===== src/verilog/cdsp_pkg.sv =====
// Purpose: Shared constants and types for the current converter serial port
// Assumes: 24-bit frames, address byte first, MSB first on the serial lines
// Notes:   Output current is reported in microamps

package cdsp_pkg;

  // Frame layout
  localparam int WORD_W = 24;                    // Bits per frame
  localparam int DATA_W = 16;                    // Data field width
  localparam int ADDR_W = 8;                     // Address field width
  localparam int ADDR_LSB = 16;                  // Address field position

  // Internal register addresses
  localparam logic [7:0] ADDR_NOP  = 8'h00;      // No operation
  localparam logic [7:0] ADDR_DATA = 8'h01;      // Converter code
  localparam logic [7:0] ADDR_READ = 8'h02;      // Readback request
  localparam logic [7:0] ADDR_CTRL = 8'h55;      // Control word

  // Readback selections
  localparam logic [1:0] SEL_STATUS = 2'h0;      // Pin status
  localparam logic [1:0] SEL_DATA   = 2'h1;      // Converter code
  localparam logic [1:0] SEL_CTRL   = 2'h2;      // Control word

  // Control word fields
  localparam int CTRL_RANGE_LSB = 0;             // Range field, two bits
  localparam int CTRL_DAISY_BIT = 3;             // Daisy-chain enable

  // Output ranges
  localparam logic [1:0] RANGE_4_20 = 2'h0;      // 4 mA to 20 mA
  localparam logic [1:0] RANGE_0_20 = 2'h1;      // 0 mA to 20 mA
  localparam logic [1:0] RANGE_0_24 = 2'h2;      // 0 mA to 24 mA

  // Current figures in microamps
  localparam int CUR_W = 15;                     // Current output width
  localparam logic [14:0] CUR_ZERO_UA  = 15'h0000; // 0 mA
  localparam logic [14:0] CUR_4MA_UA   = 15'h0fa0; // 4 mA
  localparam logic [14:0] SPAN_16MA_UA = 15'h3e80; // 16 mA span
  localparam logic [14:0] SPAN_20MA_UA = 15'h4e20; // 20 mA span
  localparam logic [14:0] SPAN_24MA_UA = 15'h5dc0; // 24 mA span

  // Pin sampling
  localparam int SYNC_STAGES = 3;                // Flops per pin input
  localparam int PIN_NUM  = 6;                   // Sampled pins
  localparam int PIN_TEMP = 0;                   // Overtemperature sense
  localparam int PIN_LOOP = 1;                   // Open loop sense
  localparam int PIN_DIN  = 2;                   // Serial input line
  localparam int PIN_CLR  = 3;                   // Clear input
  localparam int PIN_LOAD = 4;                   // Load strobe
  localparam int PIN_LINK = 5;                   // Serial clock

  // Link timing
  localparam longint SYS_CLK_HZ  = 20000000;     // System clock rate
  localparam longint LINK_MAX_HZ = 30000000;     // Fastest serial clock
  localparam int LINK_MIN_PERIOD_CYC =
    int'((SYS_CLK_HZ + LINK_MAX_HZ - 1) / LINK_MAX_HZ); // Cycles per link period

  // Control word
  typedef struct packed {
    logic       daisyEn;                         // Serial out follows shift reg
    logic [1:0] range;                           // Output range
  } cdsp_ctrl_s;

  // Pin inputs, bit order matches PIN_* indices
  typedef struct packed {
    logic linkClk;                               // Serial clock
    logic load;                                  // Load strobe
    logic clear;                                 // Clear input
    logic din;                                   // Serial input line
    logic loopOpen;                              // Open loop detector
    logic overTemp;                              // Overtemperature detector
  } cdsp_pins_s;

endpackage


===== src/verilog/cdsp_serial_port.sv =====
// Purpose: Serial host port of a single-channel current output converter
// Assumes: All pins are asynchronous to sys_clk and are oversampled
// Notes:   Link edges are found by sampling, so the link must run slowly
//
// How it works
// - Serial input shifted on each link rise
// - Link clock rate limited by pin sampling, rises at least three sys_clk cycles apart
// - Load rise copies word to addressed register
// - Data register load updates output current
// - Readback or daisy output changes on falls
// - Clear forces zero scale, 4 or 0 mA
// - Alarm pulled low on open loop, overtemperature

`timescale 1ns/1ps

module cdsp_serial_port
  import cdsp_pkg::*;
(
  input  wire logic                 sys_clk,       // System clock
  input  wire logic                 rst,           // Synchronous reset
  input  wire cdsp_pkg::cdsp_pins_s pinsIn,        // Raw pin levels
  output logic                      serialOutO,    // Serial out level
  output logic                      serialOutOe,   // Serial out drive enable
  output logic                      alarmO,        // Alarm level, always low
  output logic                      alarmOe,       // Alarm pull-down enable
  output logic [cdsp_pkg::CUR_W-1:0]  outCurrentUa,  // Output current, microamps
  output logic [cdsp_pkg::DATA_W-1:0] dacCode        // Active converter code
);
  import cdsp_pkg::*;

  // Synchroniser chains and filtered levels
  logic [PIN_NUM-1:0] syncA;                 // First stage
  logic [PIN_NUM-1:0] syncB;                 // Second stage
  logic [PIN_NUM-1:0] syncC;                 // Third stage
  logic [PIN_NUM-1:0] pinLvl;                // Agreed level
  logic [PIN_NUM-1:0] pinPrev;               // Agreed level one cycle back
  logic [PIN_NUM-1:0] next_pinLvl;           // Next agreed level

  // Shift and internal registers
  logic [WORD_W-1:0]  inShift;               // Input shift register
  logic [DATA_W-1:0]  outShift;              // Readback shift register
  logic [DATA_W-1:0]  dataReg;               // Converter code register
  cdsp_ctrl_s         ctrl;                  // Control register
  logic               rbActive;              // Readback frame in progress

  // Decoded events
  logic               linkRise;              // Link clock rising
  logic               linkFall;              // Link clock falling
  logic               loadRise;              // Load strobe rising
  logic [ADDR_W-1:0]  wordAddr;              // Address of held word
  logic [DATA_W-1:0]  wordData;              // Data of held word
  logic               outUsed;               // Serial out in use

  // Current for a code in a range
  function automatic logic [CUR_W-1:0] codeToUa(input logic [1:0] rng,
                                                 input logic [DATA_W-1:0] code);
    logic [31:0] span;
    logic [31:0] prod;
    span = (rng == RANGE_4_20) ? 32'(SPAN_16MA_UA) :
           (rng == RANGE_0_20) ? 32'(SPAN_20MA_UA) : 32'(SPAN_24MA_UA);
    prod = 32'(code) * span;
    return zeroUa(rng) + prod[DATA_W +: CUR_W];
  endfunction

  // Zero-scale current of a range
  function automatic logic [CUR_W-1:0] zeroUa(input logic [1:0] rng);
    return (rng == RANGE_4_20) ? CUR_4MA_UA : CUR_ZERO_UA;
  endfunction

  // Readback value for a selection
  function automatic logic [DATA_W-1:0] readSel(input logic [1:0] sel,
                                                input logic [DATA_W-1:0] code,
                                                input cdsp_ctrl_s c,
                                                input logic [PIN_NUM-1:0] lvl);
    logic [DATA_W-1:0] v;
    v = '0;
    case (sel)
      SEL_DATA:   v = code;
      SEL_CTRL:   v[$bits(cdsp_ctrl_s)-1:0] = c;
      SEL_STATUS:
      begin
        v[PIN_TEMP] = lvl[PIN_TEMP];
        v[PIN_LOOP] = lvl[PIN_LOOP];
        v[PIN_CLR]  = lvl[PIN_CLR];
      end
      default:    v = '0;
    endcase
    return v;
  endfunction

  // Three-stage sampling of every pin
  genvar gi;
  generate
    for (gi = 0; gi < PIN_NUM; gi = gi + 1)
    begin : g_sync
      // Stages move every cycle
      always_ff @(posedge sys_clk)
      begin
        if (rst)
        begin
          syncA[gi] <= 1'b0;
          syncB[gi] <= 1'b0;
          syncC[gi] <= 1'b0;
        end
        else
        begin
          syncA[gi] <= pinsIn[gi];
          syncB[gi] <= syncA[gi];
          syncC[gi] <= syncB[gi];
        end
      end

      // Level changes only when stages two and three agree
      always_comb
      begin
        next_pinLvl[gi] = (syncB[gi] == syncC[gi]) ? syncC[gi] : pinLvl[gi];
      end
    end
  endgenerate

  // Agreed levels and their history
  always_ff @(posedge sys_clk)
  begin
    if (rst)
    begin
      pinLvl  <= '0;
      pinPrev <= '0;
    end
    else
    begin
      pinLvl  <= next_pinLvl;
      pinPrev <= pinLvl;
    end
  end

  // Edge and field decode
  assign linkRise = pinLvl[PIN_LINK] & ~pinPrev[PIN_LINK];
  assign linkFall = ~pinLvl[PIN_LINK] & pinPrev[PIN_LINK];
  assign loadRise = pinLvl[PIN_LOAD] & ~pinPrev[PIN_LOAD];
  assign wordAddr = inShift[ADDR_LSB +: ADDR_W];
  assign wordData = inShift[DATA_W-1:0];
  assign outUsed  = ctrl.daisyEn | rbActive;

  // Input shift register, MSB first
  always_ff @(posedge sys_clk)
  begin
    if (rst)
      inShift <= '0;
    else if (linkRise)                       // Sample on link rise
      inShift <= {inShift[WORD_W-2:0], pinLvl[PIN_DIN]};
  end

  // Internal registers loaded on load strobe rise
  always_ff @(posedge sys_clk)
  begin
    if (rst)
    begin
      dataReg <= '0;
      ctrl    <= '0;
    end
    else if (loadRise)
    begin
      if (wordAddr == ADDR_DATA)             // Data field to data register
        dataReg <= wordData;
      else if (wordAddr == ADDR_CTRL)        // Control register
      begin
        ctrl.range   <= wordData[CTRL_RANGE_LSB +: 2];
        ctrl.daisyEn <= wordData[CTRL_DAISY_BIT];
      end
    end
  end

  // Readback frame setup and shifting
  always_ff @(posedge sys_clk)
  begin
    if (rst)
    begin
      rbActive <= 1'b0;
      outShift <= '0;
    end
    else if (loadRise)
    begin
      rbActive <= (wordAddr == ADDR_READ);   // Load rise starts readback on ADDR_READ, else ends it
      outShift <= readSel(wordData[1:0], dataReg, ctrl, pinLvl);
    end
    else if (linkFall && rbActive)
      outShift <= {outShift[DATA_W-2:0], 1'b0};
  end

  // Serial output line
  always_ff @(posedge sys_clk)
  begin
    if (rst)
    begin
      serialOutO  <= 1'b0;
      serialOutOe <= 1'b0;
    end
    else
    begin
      serialOutOe <= outUsed;                // Released otherwise
      if (linkFall && ctrl.daisyEn)          // Daisy: shift reg MSB
        serialOutO <= inShift[WORD_W-1];
      else if (linkFall && rbActive)         // Readback bit out
        serialOutO <= outShift[DATA_W-1];
    end
  end

  // Output current, cleared to zero scale while clear is high
  always_ff @(posedge sys_clk)
  begin
    if (rst)
    begin
      outCurrentUa <= '0;
      dacCode      <= '0;
    end
    else if (pinLvl[PIN_CLR])                // Zero scale
    begin
      outCurrentUa <= zeroUa(ctrl.range);
      dacCode      <= '0;
    end
    else                                     // Follows data register
    begin
      outCurrentUa <= codeToUa(ctrl.range, dataReg);
      dacCode      <= dataReg;
    end
  end

  // Open-drain alarm
  always_ff @(posedge sys_clk)
  begin
    if (rst)
    begin
      alarmO  <= 1'b0;
      alarmOe <= 1'b0;
    end
    else
    begin
      alarmO  <= 1'b0;
      alarmOe <= pinLvl[PIN_LOOP] | pinLvl[PIN_TEMP]; // Pull low on fault
    end
  end

  // Checks
  a_shift_sample: assert property (@(posedge sys_clk) disable iff (rst)
    linkRise |=> inShift[0] == $past(pinLvl[PIN_DIN]))
    else $error("input bit not sampled on link rise");

  a_link_spacing: assert property (@(posedge sys_clk) disable iff (rst)
    linkRise |=> !linkRise ##1 !linkRise)
    else $error("link rises closer than the sampler allows");

  a_load_data: assert property (@(posedge sys_clk) disable iff (rst)
    (loadRise && wordAddr == ADDR_DATA) |=> dataReg == $past(wordData))
    else $error("data register not loaded from shift register");

  a_current_update: assert property (@(posedge sys_clk) disable iff (rst)
    (loadRise && wordAddr == ADDR_DATA && !pinLvl[PIN_CLR]) ##1 !pinLvl[PIN_CLR]
      |=> dacCode == $past(wordData, 2))
    else $error("output not updated by data load");

  a_out_on_fall: assert property (@(posedge sys_clk) disable iff (rst)
    (linkFall && rbActive && !ctrl.daisyEn) |=> serialOutO == $past(outShift[DATA_W-1]))
    else $error("readback bit not driven on link fall");

  a_clear_zero: assert property (@(posedge sys_clk) disable iff (rst)
    pinLvl[PIN_CLR] |=> outCurrentUa == zeroUa($past(ctrl.range)) && dacCode == '0)
    else $error("clear did not force zero scale");

  a_alarm_pull: assert property (@(posedge sys_clk) disable iff (rst)
    ##1 alarmOe == $past(pinLvl[PIN_LOOP] | pinLvl[PIN_TEMP]))
    else $error("alarm does not follow fault detectors");

  a_out_released: assert property (@(posedge sys_clk) disable iff (rst)
    (!ctrl.daisyEn && !rbActive) |=> !serialOutOe)
    else $error("serial out driven while unused");

endmodule


===== config.mk =====
export PLATFORM = sky130hd
export DESIGN_NAME = cdsp_serial_port
export DESIGN_NICKNAME = d
export VERILOG_FILES = /design/src/verilog/cdsp_pkg.sv /design/src/verilog/cdsp_serial_port.sv
export SDC_FILE = /design/constraint.sdc
export NUM_CORES = 1
export LEC_CHECK = 0
export BUFFER_PORTS_ARGS = -buffer_cell sky130_fd_sc_hd__buf_2
export CAP_MARGIN = 20
export CORE_MARGIN = 2
export CORE_UTILIZATION = 40
export DETAILED_ROUTE_END_ITERATION = 8
export GPL_ROUTABILITY_DRIVEN = 0
export GPL_TIMING_DRIVEN = 0
export SLEW_MARGIN = 20
export SYNTH_ARGS = -nofsm -noshare
export SYNTH_HDL_FRONTEND = slang
export SYNTH_SLANG_ARGS = --single-unit
export TNS_END_PERCENT = 50

===== constraint.sdc =====
create_clock -name sys_clk -period 9 [get_ports sys_clk]
set_input_delay 1.35 -clock sys_clk [delete_from_list [all_inputs] [get_ports sys_clk]]
set_output_delay 1.35 -clock sys_clk [all_outputs]
set_load 0.02 [all_outputs]

==> summary.txt, run 1 <==
Adder-cell share of the synthesized area -> 34.6%
Chip Width -> 158 µm
Post-CTS clock slew at the launch and capture registers of the worst setup and hold paths -> 0.07 ns
Distinct cells, synth -> 67
Total number of vias -> 7201
Sum of overflow across all layers after global routing -> 0
Relative contribution of the clock network to total power -> 54.8%
Xor-xnor portion of the synthesized cell area -> 2.00%
Synthesized area divided by synthesized cell count -> 9.05 µm²
Unrepaired setup endpoints after global routing -> no
Share of flip-flops with an asynchronous set or reset -> 0%
IR Drop Worst-Case VDD -> 0.0968 mV
Count of flip-flops with a built-in enable after synthesis -> 0
TritonCTS Sinks -> 120
Depth of the worst register-to-register path -> 34
Hold path endpoint -> syncB[4]
Final setup fails -> 0
Number of buffers inserted by hold repair at cts -> 0
Power share of the combinational group -> 2.1%
Critical path data arrival time -> 8.73 ns
WL final -> 22.5 mm
Share of the synthesized area in compound gates (AO/OA/AOI/OAI) -> 11.1%
Mean number of vias per cell -> 4.99
Overall die area -> 25000 µm²
Mean routed wirelength per cell -> 15.6 µm
Net count after synthesis -> 1266
Register Area -> 2400 µm²
Peak per-stage delay on the critical path -> 0.56 ns
Number of levels in the clock H-tree -> 4
Critical-path cell with the highest stage delay -> sky130_fd_sc_hd__fa_1
Overall die height -> 158 µm
Highest net fanout along the worst path -> 10
Endpoints failing hold -> 0
IO Port Bufs -> 40
Final Net Count -> 1324
Detailed Routing Iterations Pass 1 -> 5
R2R Path Start -> ctrl[0]
Final-report max-slew violation count -> 0
Wire length of the first global-routing pass -> 36.5 mm
Required time at the endpoint of the critical path -> 9.37 ns
Max Buffers Root-to-Sink -> 2
Signed area change from the synthesized netlist to the final layout -> 12.5%
Number of global-route vias before repair -> 7021
Final min period -> 8.35 ns
Top flip-flop cell by instance count after synthesis -> sky130_fd_sc_hd__dfxtp_1
Flops & latches, synth -> 120
Root Buffer Master -> sky130_fd_sc_hd__clkbuf_16
Share of final-layout standard cells stronger than drive strength 1 -> 8.99%
Switching pwr -> 312 µW
Post-CTS Setup Inserts -> 0
Endpoint class of the critical path -> register
# diodes -> 0
Hold WC Path Type -> reg -> reg
Multiplexer fraction of the synthesized cell area -> 3.94%
Internal Dissipation -> 936 µW
Final total negative setup slack -> 0 ns
Number of resized instances in the post-cts repair step -> 0
Post-detail-place hpwl -> 16.9 mm
Sequential Power Share -> 43.1%
Post-Syn Area -> 9520 µm²
Antenna violations before repair -> 0
Number of CTS-inserted buffers -> 17
Minimum setup slack among reg-to-reg paths -> 0.65 ns
Filler cell count -> 2369
Reported max-cap violation count -> 0
Number of warnings reported in the yosys synthesis log -> 0
Site Rows -> 56
Global router's overall resource usage -> 19.1%
Antenna-violating nets left -> 0
Area share of and/or/nand/nor cells after synthesis -> 15.1%
Period utilization -> 92.8%
Pin count of the biggest net entering global routing -> 17
Run status -> finished, final reports clean
Combined area of the multi-input logic cells -> 6360 µm²
Worst skew pair latency -> 0.43 ns
I/O pin total -> 43
Initial core utilization -> 40.7%
Switching Share -> 25.0%
Timing-limited maximum frequency -> 120 MHz
Power density of the placed cells -> 117 nW/µm²
Number of DRC violations after detailed routing -> 0
Number of cells produced by synthesis -> 1052
Kind of critical path -> reg -> reg
Final setup skew -> 0.0179 ns
RR Endpoint -> outCurrentUa[13]
Worst slew slack as a fraction of its limit -> 31.8%
Initial DRC Count -> 458
Combinational family with the most area after synthesis -> adder cells
Hold path cells -> 1
Proportion of synthesized chip area in sequential cells -> 25.2%
Hold wc startpoint -> syncA[4]
Total chip power -> 1.25 mW
Static power due to leakage -> 5.50 nW
Core region area -> 23400 µm²
Slew at the pin closest to its max-slew limit -> 1.02 ns
Clock tree from TritonCTS -> done
Type of element launching the critical path -> register
[worst max-delay path: cells and delay by family (launching register included)]
| family | cells | cell delay (ns) |
|---|---|---|
| AOI/OAI and AO/OA | 9 | 1.61 |
| xor gates and xnor gates | 1 | 0.09 |
| adders and majority gates | 8 | 3.33 |
| buffers and inverters | 7 | 1.34 |
| DFF | 1 | 0.38 |
| muxes | 1 | 0.13 |
| and+or+nand+nor | 8 | 1.43 |
[per-stage QoR]
stage | worst slack [ns] | cells | util, % | hold slack, ns | area, µm²
2_1_floorplan | 1.56 | 1052 | - | 0.414 | 9520
4_1_cts | 0.0599 | 1443 | 45.7 | 0.437 | 10700
6_report | 0.645 | 1442 | 45.7 | 0.434 | 10700
3_3_place_gp | 0.129 | 1411 | 43.2 | 0.415 | 10100
3_5_place_dp | 0.0970 | 1411 | 43.2 | 0.420 | 10100
5_1_grt | 0.184 | 1442 | 45.7 | 0.449 | 10700
[registers in the layout (all words and copies together) (netlist names), 2 cells and up]
name and count:
ctrl 3, dacCode 16, dataReg 16, inShift 24, outCurrentUa 15, outShift 16, pinLvl 6, pinPrev 2
syncA 6, syncB 6, syncC 6
[cell usage after synthesis, types with 9 or more instances]
cell type	number	share of area, %
sky130_fd_sc_hd__nand2b_1	12	0.79
sky130_fd_sc_hd__nor2_1	81	3.2
sky130_fd_sc_hd__fa_1	95	20
sky130_fd_sc_hd__o21ai_0	32	1.7
sky130_fd_sc_hd__a21oi_1	62	3.3
sky130_fd_sc_hd__nand2_1	113	4.5
sky130_fd_sc_hd__mux2i_1	33	3.5
sky130_fd_sc_hd__ha_1	111	15
sky130_fd_sc_hd__inv_1	135	5.3
sky130_fd_sc_hd__clkbuf_1	53	2.1
sky130_fd_sc_hd__xnor2_1	10	0.92
sky130_fd_sc_hd__dfxtp_1	120	25
sky130_fd_sc_hd__nor2b_1	27	1.8
sky130_fd_sc_hd__nand3_1	10	0.53
sky130_fd_sc_hd__a211oi_1	15	1.2
sky130_fd_sc_hd__nor3_1	9	0.47
sky130_fd_sc_hd__and2_1	28	1.8
[worst max path at each step]
stage,startpoint,to,slack [ns],cells after the start
4_1_cts,ctrl[0],outCurrentUa[13],0.06,31
5_1_grt,ctrl[0],outCurrentUa[13],0.18,34
6_report,ctrl[0],outCurrentUa[13],0.65,34
3_3_place_gp,ctrl[0],outCurrentUa[11],0.13,34
2_1_floorplan,ctrl[0],outCurrentUa[13],1.56,34
3_5_place_dp,ctrl[0],outCurrentUa[13],0.1,34
[layout make-up]
type,instances,share of cell area (%)
Multi-Input combinational cell,735,59.4
Clock buffer,17,3.98
Buffer,61,2.33
Tap cell,319,3.73
Sequential cell,120,22.5
Inverter,135,4.74
Timing Repair Buffer,40,1.87
Clock inverter,15,1.49
[placed cells by master, fill, tap and decap left out, drive strengths merged, types with 11 or more instances in the layout]
master / n
a211oi: 16
a21oi: 65
and2: 28
buf: 48
clkbuf: 70
dfxtp: 120
fa: 95
ha: 111
inv: 144
mux2i: 33
nand2: 113
nand2b: 12
nor2: 82
nor2b: 27
o21ai: 33
xnor2: 11
[power by group through the flow]
| stage | Sequential [mW] | Combinational (mW) | Clock (mW) |
|---|---|---|---|
| finish | 0.538 | 0.0258 | 0.684 |
| global route | 0.538 | 0.0286 | 0.721 |
| CTS | 0.538 | 0.0262 | 0.698 |
| detailed placement | 0.550 | 0.0261 | 0 |
| global placement | 0.550 | 0.0260 | 0 |
| floorplan | 0.552 | 0.0134 | 0 |
[logic make-up (layout without fill, tap and decap cells)]
group                      after synthesis  after routing
adders and majority gates              206            206
other                                    2              2
muxes                                   37             37
xor gates and xnor gates                20             20
buffers and inverters                  197            268
DFF                                    120            120
AOI/OAI and AO/OA                      161            161
and+or+nand+nor                        309            309
[layer usage]
| metal | vias to the layer above | track usage [%] | part of all wire [%] |
|---|---|---|---|
| met2 | 162 | 29.5 | 45 |
| met5 | - | 0 | 0 |
| li1 | 3558 | - | - |
| met4 | 0 | 7.12 | 2.6 |
| met3 | 31 | 2.66 | 4.5 |
| met1 | 3450 | 27.1 | 48 |
Power figures use the tool's default switching activity.
==> run 2: changes to the inputs <==
Settings changed: CORE_ASPECT_RATIO from default to 1.1.
==> summary.txt, run 2 (synthesized netlist as in run 1, its figures left out) <==
Post-CTS Setup Inserts -> 0 (unchanged)
Signed area change from the synthesized netlist to the final layout -> 12.4% (was 12.5%)
Core region area -> 23500 µm² (was 23400 µm²)
Filler cell count -> 2315 (was 2369)
Commonest non-fill, non-tap cells in the layout -> sky130_fd_sc_hd__inv_1 (135), sky130_fd_sc_hd__dfxtp_1 (120), sky130_fd_sc_hd__nand2_1 (113) (unchanged)
RR Endpoint -> outCurrentUa[13] (unchanged)
Final min period -> 8.46 ns (was 8.35 ns)
Depth of the worst register-to-register path -> 31 (was 34)
Critical path data arrival time -> 8.83 ns (was 8.73 ns)
Critical path startpoint -> ctrl[0] (unchanged)
Final Net Count -> 1325 (was 1324)
Destination of the critical timing path -> outCurrentUa[13] (unchanged)
Total number of vias -> 7267 (was 7201)
TritonCTS Sinks -> 120 (unchanged)
Mean number of vias per cell -> 5.09 (was 4.99)
Endpoints failing hold -> 0 (unchanged)
Detailed Routing Iterations Pass 1 -> 7 (was 5)
Type of element launching the critical path -> register (unchanged)
Required time at the endpoint of the critical path -> 9.37 ns (about the same)
R2R Path Start -> ctrl[0] (unchanged)
Antenna violations before repair -> 0 (unchanged)
Reported max-cap violation count -> 0 (unchanged)
Final-report max-slew violation count -> 0 (unchanged)
Overall die height -> 166 µm (was 158 µm)
Timing-limited maximum frequency -> 118 MHz (was 120 MHz)
Number of levels in the clock H-tree -> 4 (unchanged)
Initial core utilization -> 40.4% (was 40.7%)
Post-detail-place hpwl -> 17.2 mm (was 16.9 mm)
Mean routed wirelength per cell -> 16.0 µm (was 15.6 µm)
WL final -> 22.8 mm (was 22.5 mm)
Final setup fails -> 0 (unchanged)
Max Buffers Root-to-Sink -> 2 (unchanged)
Static power due to leakage -> 5.51 nW (was 5.50 nW)
Chip Width -> 151 µm (was 158 µm)
Critical-path cell with the highest stage delay -> sky130_fd_sc_hd__fa_1 (unchanged)
Max reg flops -> 24 (unchanged)
# diodes -> 0 (unchanged)
I/O pin total -> 43 (unchanged)
Hold WC Path Type -> reg -> reg (unchanged)
Endpoint class of the critical path -> register (unchanged)
Sum of overflow across all layers after global routing -> 0 (unchanged)
Antenna-violating nets left -> 0 (unchanged)
Overall die area -> 25000 µm² (about the same)
Power density of the placed cells -> 118 nW/µm² (was 117 nW/µm²)
Initial DRC Count -> 386 (was 458)
Number of DRC violations after detailed routing -> 0 (unchanged)
Peak per-stage delay on the critical path -> 0.55 ns (was 0.56 ns)
Clock tree from TritonCTS -> done (unchanged)
Final total negative setup slack -> 0 ns (unchanged)
Design Area, Final -> 10700 µm² (about the same)
Run status -> finished, final reports clean (unchanged)
Slew at the pin closest to its max-slew limit -> 0.871 ns (was 1.02 ns)
Unrepaired setup endpoints after global routing -> no (unchanged)
Global router's overall resource usage -> 19.0% (was 19.1%)
Highest net fanout along the worst path -> 10 (unchanged)
Largest reg by FF count -> inShift (unchanged)
Number of CTS-inserted buffers -> 17 (unchanged)
Wire length of the first global-routing pass -> 36.7 mm (was 36.5 mm)
Site Rows -> 59 (was 56)
Root Buffer Master -> sky130_fd_sc_hd__clkbuf_16 (unchanged)
Worst skew pair latency -> 0.43 ns (about the same)
Worst slew slack as a fraction of its limit -> 41.7% (was 31.8%)
Final setup skew -> 0.0105 ns (was 0.0179 ns)
Number of global-route vias before repair -> 7112 (was 7021)
Kind of critical path -> reg -> reg (unchanged)
Pin count of the biggest net entering global routing -> 17 (unchanged)
Post-DP Area -> 10100 µm² (about the same)
Post-CTS clock slew at the launch and capture registers of the worst setup and hold paths -> 0.07 ns (about the same)
IR Drop Worst-Case VDD -> 0.132 mV (was 0.0968 mV)
Minimum setup slack among reg-to-reg paths -> 0.54 ns (was 0.65 ns)
Period utilization -> 94.0% (was 92.8%)
IO Port Bufs -> 40 (unchanged)
Most common cell after layout, fill and taps aside -> sky130_fd_sc_hd__inv_1 (unchanged)
Share of final-layout standard cells stronger than drive strength 1 -> 8.99% (about the same)
-- run 2: cell count changes in the layout (fill, tap and decap cells not counted), sizes merged --
cell	change
clkinv	+1
clkinvlp	-2
buf	-1
inv	+2
bufinv	-1
clkbuf	+2
-- run 2: worst max-delay path, delay by kind of cell (launching register included) --
kind / cells / cell delay [ns]
adder cells (fa/ha/maj): 8 / 3.50
AO/OA/AOI/OAI: 11 / 2.12
buffers and inverters: 6 / 1.40
AND/OR/NAND/NOR: 5 / 0.79
flip-flops: 1 / 0.49
XOR/XNOR: 1 / 0.08
-- run 2: layer usage --
metal	global-route usage (%)	up-vias	part of all wire [%]
met2	30.0	175	47
li1	-	3551	-
met3	3.19	35	4.7
met5	0	-	0
met1	26.0	3506	46
met4	7.23	0	2.6
-- run 2: worst min path at each step --
| stage | from | end | slack (ns) | cells past startpoint |
|---|---|---|---|---|
| CTS | syncA[4] | syncB[4] | 0.44 | 1 |
| global route | syncA[2] | syncB[2] | 0.46 | 1 |
| floorplan | syncA[0] | syncB[0] | 0.41 | 1 |
| global placement | syncA[3] | syncB[3] | 0.41 | 1 |
| detailed placement | syncA[4] | syncB[4] | 0.42 | 1 |
| finish | syncA[4] | syncB[4] | 0.44 | 1 |
-- run 2: cell type report --
| type | instances | area [µm²] | share of cell area [%] |
|---|---|---|---|
| buffer | 62 | 253 | 2.36 |
| multi-input combinational | 735 | 6360 | 59.4 |
| inverter | 135 | 507 | 4.74 |
| sequential | 120 | 2400 | 22.5 |
| timing repair buffer | 40 | 200 | 1.87 |
| tap | 305 | 382 | 3.57 |
| clock inverter | 15 | 169 | 1.58 |
| clock buffer | 17 | 425 | 3.98 |
-- run 2: through the flow --
| stage | hold WS (ns) | utilization (%) | power, mW | std cells | setup slack [ns] |
|---|---|---|---|---|---|
| finish | 0.438 | 45.4 | 1.26 | 1429 | 0.543 |
| global route | 0.458 | 45.4 | 1.31 | 1429 | 0.0282 |
| global placement | 0.415 | 42.9 | 0.575 | 1397 | 0.263 |
| detailed placement | 0.425 | 42.9 | 0.576 | 1397 | 0.224 |
| CTS | 0.441 | 45.4 | 1.28 | 1429 | 0.172 |
| floorplan | 0.414 | - | 0.565 | 1052 | 1.56 |
-- run 2: report_power, final --
part           internal (mW)  switching, mW
logic                0.00730         0.0181
clock network          0.375          0.323
registers              0.536        0.00164
-- run 2: timing repair --
action / CTS / global route
hold buffers: 0 / 0
endpoints found under the setup margin: 0 / 3
gates resized for setup: 0 / 7
